## src/design/sie_pkg.sv

```systemverilog
package sie_pkg;
  // Core clock and derived time bases
  localparam int CLK_FREQ_KHZ = 40000;
  localparam int CLK_PERIOD_NS = 25;
  // Supervisor timeout after the last reset cause
  localparam int POWER_UP_RESET_TIMEOUT_MS = 200;
  localparam int POWER_UP_RESET_TIMEOUT_CYC = POWER_UP_RESET_TIMEOUT_MS * CLK_FREQ_KHZ;
  localparam int RESET_CNT_W = 23;
  // Manual reset glitch immunity, rounded up to whole cycles
  localparam int MR_GLITCH_NS = 100;
  localparam int MR_GLITCH_CYC = (MR_GLITCH_NS + CLK_PERIOD_NS - 1) / CLK_PERIOD_NS;
  localparam logic [2:0] MR_GLITCH_LAST = 3'(MR_GLITCH_CYC);
  // Internal programming cycle, longest time rounds down
  localparam int PROGRAM_CYCLE_TIME_MS = 5;
  localparam int PROGRAM_CYCLE_TIME_CYC = PROGRAM_CYCLE_TIME_MS * CLK_FREQ_KHZ;
  localparam int PROG_CNT_W = 18;
  // Memory organisation
  localparam int MEM_BYTES = 256;
  localparam int PAGE_BYTES = 16;
  localparam logic [3:0] DEVICE_TYPE_DEFAULT = 4'hA;
  // Data FIFO between the bus receiver and the page buffer
  localparam int FIFO_WIDTH = 16;
  localparam int FIFO_DEPTH = 4;
  // Synchroniser order {rst_pin, mr, supply, wp, sda, scl} and reset values
  localparam logic [5:0] SYNC_RESET = 6'h33;
  // Byte kinds inside a transaction
  localparam logic [1:0] KIND_ADDR = 2'h0;
  localparam logic [1:0] KIND_WORD = 2'h1;
  localparam logic [1:0] KIND_DATA = 2'h2;
  // Bus engine states
  typedef enum logic [5:0] {
    ST_IDLE = 6'b000001,
    ST_RECV = 6'b000010,
    ST_ACK  = 6'b000100,
    ST_SEND = 6'b001000,
    ST_MACK = 6'b010000,
    ST_WAIT = 6'b100000
  } sie_state_t;
endpackage

```

## src/design/sie_top.sv

```systemverilog
// Notes on behaviour
// - Reset held until supply good, then 200 ms
// - Falling edge on reset pin restarts timeout
// - Short external reset still gives full 200 ms
// - Manual reset low holds reset, plus timeout
// - Manual reset lows under 100 ns ignored
// - Reset aborts bus traffic, blocks memory access
// - Reset blocks new programming, running one finishes
// - Write protect high blocks array writes
// - START is SDA fall with SCL high
// - STOP is SDA rise with SCL high
// - SDA change during SCL high means START/STOP
// - Top address nibble matches device type
// - Address LSB one reads, zero writes
// - Matching address acknowledged in ninth clock
// - Write mode acknowledges word address and data
// - Read sends byte, continues only on ACK
// - STOP after write starts programming, device silent
// - Page write takes sixteen bytes, low bits increment
// - Extra page bytes wrap and overwrite earlier
// - Address NACKed while programming, ACKed afterwards
// - Write protect NACKs first data byte and every data byte after it
// - Address counter holds last plus one, wraps
// - Reads increment every address bit
// - Programming runs 5 ms, starting once the FIFO drains after STOP
module sie_top
  import sie_pkg::*;
#(
  parameter int unsigned RESET_TIMEOUT_CYC = sie_pkg::POWER_UP_RESET_TIMEOUT_CYC,
  parameter int unsigned PROG_TIME_CYC = sie_pkg::PROGRAM_CYCLE_TIME_CYC,
  parameter logic [3:0] DEVICE_TYPE = sie_pkg::DEVICE_TYPE_DEFAULT
) (
  // Clock and reset
  input wire logic clk_in,
  input wire logic reset_n_in,
  // Supervisor inputs
  input wire logic supply_ok_in,
  input wire logic manual_reset_n_in,
  // Reset pin, open drain, also an input
  input wire logic reset_pin_n_in,
  output logic reset_pin_out,
  output logic reset_pin_oe_n_out,
  output logic reset_high_out,
  // Write protect
  input wire logic write_protect_in,
  // Serial bus
  input wire logic scl_in,
  input wire logic sda_in,
  output logic sda_out,
  output logic sda_oe_n_out,
  // Status
  output logic prog_busy_out
);
  import sie_pkg::*;

  ////////////////////////////////////////////////////////////////////////
  // Declarations
  logic [5:0] sync1_reg; // First stage, read only by second stage
  logic [5:0] sync2_reg; // Second stage, safe to use
  logic scl_s, sda_s, wp_s, supply_s, mr_s, pin_s;
  logic scl_d_reg; // Previous SCL for edges
  logic sda_d_reg; // Previous SDA for edges
  logic pin_d_reg; // Previous reset pin level
  logic scl_rise, scl_fall, start_det, stop_det;
  logic [2:0] mr_cnt_reg; // Manual reset low duration
  logic mr_low; // Filtered manual reset
  logic pin_fall; // External falling edge on reset pin
  logic hold_reset; // A level cause of reset is present
  logic reset_active_reg; // Supervisor reset state
  logic [RESET_CNT_W-1:0] rst_cnt_reg; // Timeout counter
  logic drive_low_reg; // Constant low level for open drain pins
  logic rst_oe_n_reg; // Reset pin enable, low drives
  logic rst_high_reg; // Active high reset output
  sie_state_t state_reg; // Bus engine state
  sie_state_t ack_next_reg; // State after the ACK clock
  logic [1:0] kind_reg; // Which byte is being received
  logic [3:0] bit_cnt_reg; // Bits received or sent
  logic [7:0] rx_shift_reg; // Incoming byte
  logic [7:0] tx_shift_reg; // Outgoing byte
  logic [7:0] addr_reg; // Address counter
  logic sda_rel_reg; // High releases SDA
  logic master_ack_reg; // Master ACK sampled in read
  logic data_seen_reg; // Data bytes queued this write
  logic byte_done; // Eighth bit finished on SCL fall
  logic push_data; // Data byte accepted into FIFO
  logic stop_write; // STOP ending a write with data
  logic fifo_in_ready, fifo_out_valid;
  logic [FIFO_WIDTH-1:0] fifo_out_data;
  logic prog_pending_reg; // Programming waits for FIFO to drain
  logic prog_busy_reg; // Internal programming running
  logic [PROG_CNT_W-1:0] prog_cnt_reg; // Programming time counter
  logic commit; // Last cycle of programming
  logic write_busy; // Device must not answer its address
  logic [7:0] mem [MEM_BYTES]; // Array contents
  logic [7:0] page_data [PAGE_BYTES]; // Page buffer
  logic [PAGE_BYTES-1:0] page_mask_reg; // Page bytes to program
  logic [3:0] page_base_reg; // Upper address of the page
  logic [7:0] mem_rdata;

  // In-page increment: upper nibble fixed, lower nibble wraps
  function automatic logic [7:0] page_inc(input logic [7:0] a);
    page_inc = {a[7:4], a[3:0] + 4'h1};
  endfunction

  ////////////////////////////////////////////////////////////////////////
  // Input synchronisers
  always_ff @(posedge clk_in or negedge reset_n_in) begin
    if (!reset_n_in) begin
      sync1_reg <= SYNC_RESET;
      sync2_reg <= SYNC_RESET;
    end else begin
      sync1_reg <= {reset_pin_n_in, manual_reset_n_in, supply_ok_in, write_protect_in, sda_in, scl_in};
      sync2_reg <= sync1_reg;
    end
  end
  assign {pin_s, mr_s, supply_s, wp_s, sda_s, scl_s} = sync2_reg;

  // Edge history of the synchronised lines
  always_ff @(posedge clk_in or negedge reset_n_in) begin
    if (!reset_n_in) begin
      scl_d_reg <= 1'b1;
      sda_d_reg <= 1'b1;
      pin_d_reg <= 1'b1;
    end else begin
      scl_d_reg <= scl_s;
      sda_d_reg <= sda_s;
      pin_d_reg <= pin_s;
    end
  end
  assign scl_rise = scl_s && !scl_d_reg;
  assign scl_fall = !scl_s && scl_d_reg;
  // Any SDA move while SCL stays high is a condition, never data
  assign start_det = scl_s && scl_d_reg && sda_d_reg && !sda_s;
  assign stop_det = scl_s && scl_d_reg && !sda_d_reg && sda_s;

  ////////////////////////////////////////////////////////////////////////
  // Supervisor
  // Manual reset counts as low only after a full glitch window
  always_ff @(posedge clk_in or negedge reset_n_in) begin
    if (!reset_n_in) begin
      mr_cnt_reg <= '0;
    end else if (mr_s) begin
      mr_cnt_reg <= '0;
    end else if (mr_cnt_reg != MR_GLITCH_LAST) begin
      mr_cnt_reg <= mr_cnt_reg + 3'h1;
    end
  end
  assign mr_low = (mr_cnt_reg == MR_GLITCH_LAST);
  // Our own drive pulls the pin low too, so edges are only taken while released
  assign pin_fall = pin_d_reg && !pin_s && rst_oe_n_reg;
  assign hold_reset = !supply_s || mr_low;

  // Timeout restarts on every cause, releases after the full count
  always_ff @(posedge clk_in or negedge reset_n_in) begin
    if (!reset_n_in) begin
      reset_active_reg <= 1'b1;
      rst_cnt_reg <= '0;
    end else if (hold_reset || pin_fall) begin
      reset_active_reg <= 1'b1;
      rst_cnt_reg <= '0;
    end else if (reset_active_reg) begin
      if (rst_cnt_reg == RESET_CNT_W'(RESET_TIMEOUT_CYC - 1)) begin
        reset_active_reg <= 1'b0;
      end else begin
        rst_cnt_reg <= rst_cnt_reg + 1'b1;
      end
    end
  end

  // Registered reset outputs, one cycle behind the state
  always_ff @(posedge clk_in or negedge reset_n_in) begin
    if (!reset_n_in) begin
      drive_low_reg <= 1'b0;
      rst_oe_n_reg <= 1'b0;
      rst_high_reg <= 1'b1;
    end else begin
      drive_low_reg <= 1'b0;
      rst_oe_n_reg <= !reset_active_reg;
      rst_high_reg <= reset_active_reg;
    end
  end

  ////////////////////////////////////////////////////////////////////////
  // Bus engine
  assign byte_done = (state_reg == ST_RECV) && scl_fall && (bit_cnt_reg == 4'h8);
  assign write_busy = prog_busy_reg || prog_pending_reg;
  // FIFO full is answered with NACK since SCL cannot be stretched here
  assign push_data = byte_done && (kind_reg == KIND_DATA) && !wp_s && fifo_in_ready
    && !reset_active_reg && !start_det && !stop_det;
  assign stop_write = stop_det && data_seen_reg && !reset_active_reg;
  assign mem_rdata = mem[addr_reg];

  always_ff @(posedge clk_in or negedge reset_n_in) begin
    if (!reset_n_in) begin
      state_reg <= ST_IDLE;
      ack_next_reg <= ST_IDLE;
      kind_reg <= KIND_ADDR;
      bit_cnt_reg <= '0;
      rx_shift_reg <= '0;
      tx_shift_reg <= '0;
      addr_reg <= '0;
      sda_rel_reg <= 1'b1;
      master_ack_reg <= 1'b0;
      data_seen_reg <= 1'b0;
    end else if (reset_active_reg) begin
      state_reg <= ST_IDLE;
      sda_rel_reg <= 1'b1;
      data_seen_reg <= 1'b0;
    end else if (start_det) begin
      state_reg <= ST_RECV;
      kind_reg <= KIND_ADDR;
      bit_cnt_reg <= '0;
      sda_rel_reg <= 1'b1;
    end else if (stop_det) begin
      state_reg <= ST_IDLE;
      sda_rel_reg <= 1'b1;
      data_seen_reg <= 1'b0;
    end else begin
      case (state_reg)
        ST_RECV: begin
          if (scl_rise) begin
            rx_shift_reg <= {rx_shift_reg[6:0], sda_s};
            bit_cnt_reg <= bit_cnt_reg + 4'h1;
          end else if (byte_done) begin
            bit_cnt_reg <= '0;
            if (kind_reg == KIND_ADDR) begin
              // Silent during programming so polling sees NACK
              if (rx_shift_reg[7:4] == DEVICE_TYPE && !write_busy) begin
                sda_rel_reg <= 1'b0;
                state_reg <= ST_ACK;
                ack_next_reg <= rx_shift_reg[0] ? ST_SEND : ST_RECV;
                kind_reg <= KIND_WORD;
              end else begin
                state_reg <= ST_WAIT;
              end
            end else if (kind_reg == KIND_WORD) begin
              sda_rel_reg <= 1'b0;
              addr_reg <= rx_shift_reg;
              state_reg <= ST_ACK;
              ack_next_reg <= ST_RECV;
              kind_reg <= KIND_DATA;
            end else if (push_data) begin
              sda_rel_reg <= 1'b0;
              addr_reg <= page_inc(addr_reg);
              data_seen_reg <= 1'b1;
              state_reg <= ST_ACK;
              ack_next_reg <= ST_RECV;
            end else begin
              state_reg <= ST_WAIT;
            end
          end
        end
        ST_ACK: begin
          if (scl_fall) begin
            if (ack_next_reg == ST_SEND) begin
              tx_shift_reg <= mem_rdata;
              sda_rel_reg <= mem_rdata[7];
              addr_reg <= addr_reg + 8'h01;
              state_reg <= ST_SEND;
            end else begin
              sda_rel_reg <= 1'b1;
              state_reg <= ack_next_reg;
            end
          end
        end
        ST_SEND: begin
          if (scl_fall) begin
            if (bit_cnt_reg == 4'h7) begin
              bit_cnt_reg <= '0;
              sda_rel_reg <= 1'b1;
              state_reg <= ST_MACK;
            end else begin
              bit_cnt_reg <= bit_cnt_reg + 4'h1;
              tx_shift_reg <= {tx_shift_reg[6:0], 1'b0};
              sda_rel_reg <= tx_shift_reg[6];
            end
          end
        end
        ST_MACK: begin
          if (scl_rise) begin
            master_ack_reg <= !sda_s;
          end else if (scl_fall) begin
            if (master_ack_reg) begin
              tx_shift_reg <= mem_rdata;
              sda_rel_reg <= mem_rdata[7];
              addr_reg <= addr_reg + 8'h01;
              state_reg <= ST_SEND;
            end else begin
              state_reg <= ST_WAIT;
            end
          end
        end
        default: begin
          // Idle and wait: bus ignored until the next condition
          sda_rel_reg <= 1'b1;
        end
      endcase
    end
  end

  ////////////////////////////////////////////////////////////////////////
  // Data FIFO; draining stalls while the page is being programmed
  sie_fifo #(
    .WIDTH(FIFO_WIDTH),
    .DEPTH(FIFO_DEPTH)
  ) u_fifo (
    .clk_in(clk_in),
    .reset_n_in(reset_n_in),
    .flush_in(reset_active_reg),
    .in_valid_in(push_data),
    .in_ready_out(fifo_in_ready),
    .in_data_in({addr_reg, rx_shift_reg}),
    .out_valid_out(fifo_out_valid),
    .out_ready_in(!prog_busy_reg),
    .out_data_out(fifo_out_data)
  );

  ////////////////////////////////////////////////////////////////////////
  // Page buffer and programming cycle
  assign commit = prog_busy_reg && (prog_cnt_reg == PROG_CNT_W'(PROG_TIME_CYC - 1));

  // Page buffer bytes; later bytes at a wrapped address overwrite earlier
  always_ff @(posedge clk_in) begin
    if (fifo_out_valid && !prog_busy_reg) begin
      page_data[fifo_out_data[11:8]] <= fifo_out_data[7:0];
    end
  end

  // Which page bytes are pending, cleared by commit or abort
  always_ff @(posedge clk_in or negedge reset_n_in) begin
    if (!reset_n_in) begin
      page_mask_reg <= '0;
      page_base_reg <= '0;
    end else if (commit || (reset_active_reg && !prog_busy_reg)) begin
      page_mask_reg <= '0;
    end else if (fifo_out_valid && !prog_busy_reg) begin
      page_mask_reg[fifo_out_data[11:8]] <= 1'b1;
      page_base_reg <= fifo_out_data[15:12];
    end
  end

  // Start after STOP once queued bytes are in the page; reset cancels a start
  always_ff @(posedge clk_in or negedge reset_n_in) begin
    if (!reset_n_in) begin
      prog_pending_reg <= 1'b0;
      prog_busy_reg <= 1'b0;
      prog_cnt_reg <= '0;
    end else begin
      if (reset_active_reg) begin
        prog_pending_reg <= 1'b0;
      end else if (stop_write) begin
        prog_pending_reg <= 1'b1;
      end else if (prog_pending_reg && !fifo_out_valid) begin
        prog_pending_reg <= 1'b0;
        prog_busy_reg <= 1'b1;
        prog_cnt_reg <= '0;
      end
      // A running cycle ignores reset and always finishes
      if (prog_busy_reg) begin
        if (commit) begin
          prog_busy_reg <= 1'b0;
        end else begin
          prog_cnt_reg <= prog_cnt_reg + 1'b1;
        end
      end
    end
  end

  // All received page bytes land in the array at once
  always_ff @(posedge clk_in) begin
    if (commit) begin
      for (int i = 0; i < PAGE_BYTES; i++) begin
        if (page_mask_reg[i]) begin
          mem[{page_base_reg, 4'(i)}] <= page_data[i];
        end
      end
    end
  end

  ////////////////////////////////////////////////////////////////////////
  // Outputs
  assign reset_pin_out = drive_low_reg;
  assign reset_pin_oe_n_out = rst_oe_n_reg;
  assign reset_high_out = rst_high_reg;
  assign sda_out = drive_low_reg;
  assign sda_oe_n_out = sda_rel_reg;
  assign prog_busy_out = prog_busy_reg;
endmodule // sie_top

```

## src/design/sie_fifo.sv

```systemverilog
module sie_fifo #(
  parameter int WIDTH = 16,
  parameter int DEPTH = 4
) (
  // Clock and reset
  input wire logic clk_in,
  input wire logic reset_n_in,
  input wire logic flush_in,
  // Fill side
  input wire logic in_valid_in,
  output logic in_ready_out,
  input wire logic [WIDTH-1:0] in_data_in,
  // Drain side
  output logic out_valid_out,
  input wire logic out_ready_in,
  output logic [WIDTH-1:0] out_data_out
);
  localparam int PW = $clog2(DEPTH);
  logic [WIDTH-1:0] store [DEPTH]; // Word storage, no reset needed
  logic [PW-1:0] wr_ptr_reg; // Next slot to fill
  logic [PW-1:0] rd_ptr_reg; // Next slot to drain
  logic [PW:0] count_reg; // Words held
  logic push;
  logic pop;

  assign in_ready_out = (count_reg != (PW+1)'(DEPTH));
  assign out_valid_out = (count_reg != '0);
  assign out_data_out = store[rd_ptr_reg];
  assign push = in_valid_in && in_ready_out && !flush_in;
  assign pop = out_valid_out && out_ready_in && !flush_in;

  // Storage write
  always_ff @(posedge clk_in) begin
    if (push) begin
      store[wr_ptr_reg] <= in_data_in;
    end
  end

  // Pointers and fill level; flush drops everything held
  always_ff @(posedge clk_in or negedge reset_n_in) begin
    if (!reset_n_in) begin
      wr_ptr_reg <= '0;
      rd_ptr_reg <= '0;
      count_reg <= '0;
    end else if (flush_in) begin
      wr_ptr_reg <= '0;
      rd_ptr_reg <= '0;
      count_reg <= '0;
    end else begin
      if (push) begin
        wr_ptr_reg <= (wr_ptr_reg == PW'(DEPTH-1)) ? '0 : wr_ptr_reg + 1'b1;
      end
      if (pop) begin
        rd_ptr_reg <= (rd_ptr_reg == PW'(DEPTH-1)) ? '0 : rd_ptr_reg + 1'b1;
      end
      count_reg <= count_reg + (PW+1)'(push) - (PW+1)'(pop);
    end
  end
endmodule // sie_fifo

```

## config.mk

```make
export PLATFORM = sky130hd
export DESIGN_NAME = sie_top
export DESIGN_NICKNAME = d
export VERILOG_FILES = /design/src/design/sie_pkg.sv /design/src/design/sie_top.sv /design/src/design/sie_fifo.sv
export SDC_FILE = /design/constraint.sdc
export NUM_CORES = 2
export LEC_CHECK = 0
export BUFFER_PORTS_ARGS = -buffer_cell sky130_fd_sc_hd__buf_2
export CAP_MARGIN = 40
export CORE_MARGIN = 8
export CORE_UTILIZATION = 45
export DETAILED_ROUTE_END_ITERATION = 7
export HOLD_SLACK_MARGIN = 0.02
export PLACE_DENSITY_LB_ADDON = 0.12
export SETUP_SLACK_MARGIN = 0.3
export SLEW_MARGIN = 15
export SYNTH_ARGS = -nofsm -noshare
export SYNTH_HDL_FRONTEND = slang
export SYNTH_SLANG_ARGS = --single-unit
```

## constraint.sdc

```tcl
create_clock -name clk_in -period 4.35 [get_ports clk_in]
set_clock_uncertainty 0.2 [all_clocks]
set_input_delay 0.87 -clock clk_in [delete_from_list [all_inputs] [get_ports clk_in]]
set_output_delay 0.87 -clock clk_in [all_outputs]
set_load 0.01 [all_outputs]
```

# Word-level counts from Yosys, hierarchy flattened
# Memories as Yosys holds them, arrays and structs flattened.
# Index checks and enable logic that the tools add are counted.
# Widths: inputs -> output; s select.
dict set report classes {
  n_addsub 10
  order_cmp 2
  n_eq_ne 50
  mux 166
  n_bitwise 6
  n_reduce_logical 77
}
# op count
set ops {}
lappend ops {{$mux 6} 20}
lappend ops {{$mux 18} 5}
lappend ops {{$mux 1} 89}
lappend ops {{$mux 8} 9}
lappend ops {{$mux 23} 3}
lappend ops {{$mux 7} 7}
lappend ops {{$ne 5x5->1 const B} 8}
lappend ops {{$mux 16} 2}
lappend ops {{$mux 4} 8}
lappend ops {{$reduce_bool 3->1} 10}
lappend ops {{$logic_and 1x1->1} 28}
lappend ops {{$mux 2} 14}
lappend ops {{$reduce_and 13->1} 2}
lappend ops {{$ne 2x2->1 const B} 12}
lappend ops {{$pmux 6 s4} 1}
lappend ops {{$pmux 8 s3} 1}
lappend ops {{$add 23x1->23 const B} 1}
lappend ops {{$eq 23x23->1 const B} 1}
lappend ops {{$pmux 7 s3} 1}
lappend ops {{$add 18x1->18 const B} 1}
lappend ops {{$eq 18x18->1 const B} 1}
lappend ops {{$or 16x16->16} 1}
lappend ops {{$reduce_and 8->1} 2}
lappend ops {{$ne 3x3->1 const B} 5}
lappend ops {{other kinds (38)} 79}
dict set report totals {
  register_bits 135
  ram_bits 2240
  output_inout_bits 6
  word_cells 343
  mem_count 3
}
# memory depth word_bits rd rd_ports_with_merged_regs write_ports line
set mem_list {}
lappend mem_list {mem 256 8 1 0 16 sie_top.sv:94} ;# logic [7:0] mem [MEM_BYTES];
lappend mem_list {page_data 16 8 16 0 1 sie_top.sv:95} ;# logic [7:0] page_data [PAGE_BYTES];
lappend mem_list {u_fifo.store 4 16 1 0 1 sie_fifo.sv:19} ;# logic [WIDTH-1:0] store [DEPTH];

# Logic depth before layout (Yosys ltp)
dict set report logic_depth {
  depth_word 19
  depth_mapped 12
  depth_no_buf 10
}

# Hierarchy
# From an unflattened synthesis, not the netlist that was laid out.
dict set report hier_totals {
  cells_unflattened 4515
  area_unflattened_um2 92130.9
}
# mod n_inst cells_each area_per_inst_um2 seq_area_each_um2
set by_module_without_submodules {}
lappend by_module_without_submodules {sie_top 1 4382 89304.4 68490.7}
lappend by_module_without_submodules {sie_fifo 1 133 2826.5 2097.0}

# Worst setup path before layout
# No wires, ideal clock.
dict set report synth_path {
  path_kind {reg-to-reg}
  startpoint {register prog_cnt_reg[0]}
  endpoint {memory mem[252][0], enable pin}
  setup_time_ps 370
  t_arrival_ps 2516
  t_required_ps 3780
  setup_slack_ps 1263
  stages_incl_launch_ff 10
  period_less_slack_ps 3087
  path_cell_list {dfrtp_1 ha_1 nand3_1 nor2_1 inv_1 nor4_2 clkbuf_1 nand2_1 clkbuf_1 nor2_1}
}
# item line
set synth_rtl {}
lappend synth_rtl {{from (decl)} sie_top.sv:91} ;# logic [PROG_CNT_W-1:0] prog_cnt_reg;
lappend synth_rtl {{from (signal assigned)} sie_top.sv:363} ;# prog_cnt_reg <= prog_cnt_reg + 1'b1;
lappend synth_rtl {{to (decl)} sie_top.sv:94}

# Worst setup path after layout
dict set report layout_path {
  startpoint {register addr_reg[2]}
  endpoint {register tx_shift_reg[3]}
}
dict set report layout_between {
  elab_chain_len 5
  elab_cells_between_ends 7
  cone_classes {mux (6); memory (1)}
}
# item line
set layout_lines {}
lappend layout_lines {{from (decl)} sie_top.sv:80} ;# logic [7:0] addr_reg;
lappend layout_lines {{from (signal assigned)} sie_top.sv:238} ;# addr_reg <= rx_shift_reg;
lappend layout_lines {{from (signal assigned)} sie_top.sv:244} ;# addr_reg <= page_inc(addr_reg);
lappend layout_lines {{from (signal assigned)} sie_top.sv:258} ;# addr_reg <= addr_reg + 8'h01;
lappend layout_lines {{$mem_v2 256x8 (*)} n/a}
lappend layout_lines {{$mux 7} sie_top.sv:283} ;# if (master_ack_reg) begin
lappend layout_lines {{$mux 7} sie_top.sv:282} ;# end else if (scl_fall) begin
lappend layout_lines {{$mux 7} sie_top.sv:280} ;# if (scl_rise) begin
lappend layout_lines {{$pmux 7 s3 (*)} sie_top.sv:219} ;# case (state_reg)
lappend layout_lines {{to (signal assigned)} sie_top.sv:256} ;# tx_shift_reg <= mem_rdata;
lappend layout_lines {{to (signal assigned)} sie_top.sv:274} ;# tx_shift_reg <= {tx_shift_reg[6:0], 1'b0};
lappend layout_lines {{to (signal assigned)} sie_top.sv:284} ;# tx_shift_reg <= mem_rdata;
lappend layout_lines {{to (decl)} sie_top.sv:79} ;# logic [7:0] tx_shift_reg;
# Every way passes the cells marked *; elsewhere a longest branch is shown, timed or not. The select of a mux whose other input is x is not followed.
# A chain may end at the register's enable or synchronous reset.

==> out/qor.log <==
[clocking] number of buffers inserted to repair setup after CTS 0
[worst_setup_path] peak fanout along the critical path 59
[place] buffers added on ports 11
[global_routing] overflow left after global routing 0
[place] Placed Cells 7469
[clocking] Clock transition at path regs 60 ps
[routing] count of vias placed by the detailed router 51300
[finish] post-route non-filler standard cell count 7943
[global_routing] pin count of the biggest net entering global routing 87
[pwr] leak pwr 25.2 nW
[synth] post-synthesis area per instance 20.6 µm²
[worst_setup_path] CP Data Arrival Time 4400 ps
[floorplanning] core area 0.204 mm²
[clocking] clock buffer depth 3
[status] outcome complete, no violations
[global_routing] via count of the first global-routing pass 49800
[clocking] TritonCTS Buffers 237
[synth] most used standard cells in the synthesized netlist 2240 x sky130_fd_sc_hd__edfxtp_1, 554 x sky130_fd_sc_hd__mux4_2, 370 x sky130_fd_sc_hd__nor2_1, 139 x sky130_fd_sc_hd__nand2_1, 116 x sky130_fd_sc_hd__dfrtp_1
[place] pre-CTS WS 581 ps
[synth] Post-Synthesis Cells 4460
[sta] Worst Hold Slack 150 ps
[worst_setup_path] Critical Path Max Stage Delay 780 ps
[worst_hold_path] worst min path class reg2reg
[finish] fill cell count 16000
[routing] DRT Wirelength 337000 µm
[flow_run] count of max-cap constraint violations 0
[worst_setup_path] critical setup path kind reg2reg
[sta] final count of negative-setup-slack endpoints 0
[floorplanning] number of core rows 166
[sta] Pins Over Slew Limit 0
[synth] share of async-settable or async-resettable flops after synthesis 5.56%
[sta] highest clock rate 262 MHz
[clocking] CTS resizes 0
[place] half-perimeter wire length after placement 228000 µm
[place] placer congestion estimate 1.02
[finish] Layout Area Growth over Synthesis 16.0%
[pwr] power per cell area 423 mW/mm²
[floorplanning] Die Area 0.219 mm²
[sta] minimum clock period 3820 ps
[floorplanning] Die Span X 468 µm
[place] Cell Area, Placed 0.0988 mm²
[finish] flip-flop count of the largest register, all copies and words added 2048
[sta] setup repair after global routing missed its margin no
[worst_setup_path] FF-to-FF setup slack 530 ps
[synth] synthesis-stage register bit count 2372
[worst_setup_path] library cell contributing the largest single delay on the critical path sky130_fd_sc_hd__dfrtp_4
[synth] warnings from Yosys 0
[synth] synth top area cells sky130_fd_sc_hd__edfxtp_1 73%, sky130_fd_sc_hd__mux4_2 14%, sky130_fd_sc_hd__dfrtp_1 3.2%, sky130_fd_sc_hd__nor2_1 1.5%, sky130_fd_sc_hd__mux2i_1 0.94%
[sta] worst slew pin tran 1090 ps
[routing] via density per instance 6.46
[finish] proportion of layout cells with a drive suffix above 1 28.9%
[sta] portion of the clock cycle consumed by the worst path in the final layout 87.7%
[sta] worst max-slew margin expressed relative to the limit 27.6%
[floorplanning] die height 468 µm
[worst_hold_path] worst hold path stage count 0
[pwr] maximum VDD drop 0.403 mV
[routing] Final ANT Viol Nets 0
[worst_setup_path] startpoint type of the worst setup path flip-flop
[clocking] TritonCTS Sinks 2372
[synth] number of distinct standard cells referenced by the synthesized netlist 80
[global_routing] antenna violations before repair 47
[clocking] Post-CTS Hold Buffers 7
[finish] number of nets in the layout 5054
[global_routing] total routing resource utilization after global routing 30.6%
[worst_setup_path] critical-path cell list buf_12 -> buf_4 -> mux4_2 -> a22oi_1 -> nand3_1 -> a22o_1 -> o21ai_0 -> nor3_1
[synth] most common cell in the netlist sky130_fd_sc_hd__edfxtp_1
[floorplanning] initial standard-cell utilization of the core 45.1%
[sta] final hold vios 0
[worst_setup_path] Worst Setup End Kind flip-flop
[clocking] H-tree levels 4
[finish] largest register by flop count mem
[synth] EDFF count, synth 2240
[worst_setup_path] Reg2Reg Depth 8
[clocking] worst-skew pair later-pin latency 910 ps
[worst_setup_path] critical path data required time 4940 ps
[clocking] CTS tree done
[global_routing] global-route wire length before repair 450000 µm
[routing] post-route DRC violation count 0
[routing] wire per inst 42.4 µm
[routing] drt first pass iters 6
[floorplanning] Boundary Pins 14
[sta] final setup TNS 0 ps
[synth] netlist area before placement 0.0918 mm²
[synth] flip-flop cell with the highest count after synthesis sky130_fd_sc_hd__edfxtp_1
[synth] fraction of the yosys area taken by sequential cells 76.9%
[pwr] Final Total Pwr 45.0 mW
[clocking] clock root buffer master sky130_fd_sc_hd__clkbuf_16
[routing] DRT iter0 DRCs 8675
[synth] area share of the largest cell type after synthesis 73.2%
[sta] fin worst setup slack 534 ps
[synth] top cell type by total area after synthesis sky130_fd_sc_hd__edfxtp_1
[finish] final non-filler cell area 0.107 mm²
[finish] Util after Layout 52.3%
[layout make-up]
type	instances	area (µm²)	share of cell area (%)
repair buffers	568	4890	4.59
inverters	38	145	0.136
diodes	11	27.5	0.0258
clock inverters	146	1310	1.23
multi-input cells	1815	19900	18.7
flip-flops and latches	2372	70600	66.3
well taps	2688	3360	3.16
clock buffers	305	6320	5.93
[cell usage in the layout, fill, tap and decap left out, drive strengths merged, types with 15 or more instances in the layout]
cell    synthesis  routed
o221ai         23      23
inv            36      47
edfxtp       2240    2240
a31oi          17      17
clkinv          2     108
and2           16      16
mux2           22      22
o211ai         19      19
o22ai          23      23
nand3          75      75
dfstp          16      16
and3           15      15
nand4          21      21
a21oi          52      52
nor3           26      26
nor2          370     370
mux2i          86      86
nor2b          24      24
buf           131     561
clkbuf        105     305
mux4          554     554
nand2b         15      15
bufinv          0      20
o21a           18      18
a22oi          54      54
o21ai          60      60
dfrtp         116     116
a211oi         16      16
nand2         139     139
[worst paths after layout]
kind / endpoint / startpoint
max in group asynchronous: sync1_reg[1] / reset_n_in
worst min-delay path: sync2_reg[3] / sync1_reg[3]
worst min register to register: sync2_reg[3] / sync1_reg[3]
min in group asynchronous: sync1_reg[3] / reset_n_in
worst max register to register: tx_shift_reg[3] / addr_reg[2]
worst max-delay path: tx_shift_reg[3] / addr_reg[2]
[kinds of logic after synthesis]
family	after synthesis	share of synthesized area (%)
flip-flops	2372	76.9
AND/OR/NAND/NOR	763	3.77
multiplexers	662	14.8
AO/OA/AOI/OAI	352	2.67
buffers and inverters	274	1.49
XOR/XNOR	22	0.210
adder cells (fa/ha/maj)	14	0.199
other	1	0.00408
[power breakdown]
| group | total, mW | internal (mW) | switching (mW) |
|---|---|---|---|
| Sequential | 24.6 | 24.6 | 0.0131 |
| Combinational | 0.0746 | 0.0219 | 0.0527 |
| Clock | 20.3 | 11.4 | 8.89 |
| Total | 45.0 | 36.1 | 8.96 |
[routing by layer]
metal | up-vias | part of all wire, % | GRT usage (%)
li1 | 19600 | - | -
met1 | 27500 | 38 | 42.9
met2 | 3678 | 45 | 46.1
met3 | 621 | 12 | 7.66
met4 | 4 | 4.8 | 12.7
met5 | - | 0.0062 | 0
[worst max-delay path: cells and delay by family (launching register included)]
kind                   cells  cell delay (ps)
AO/OA/AOI/OAI              3             1240
buffers and inverters      2              670
flip-flops                 1              780
multiplexers               1              340
AND/OR/NAND/NOR            2              370
(Power assumes the default switching activity.)
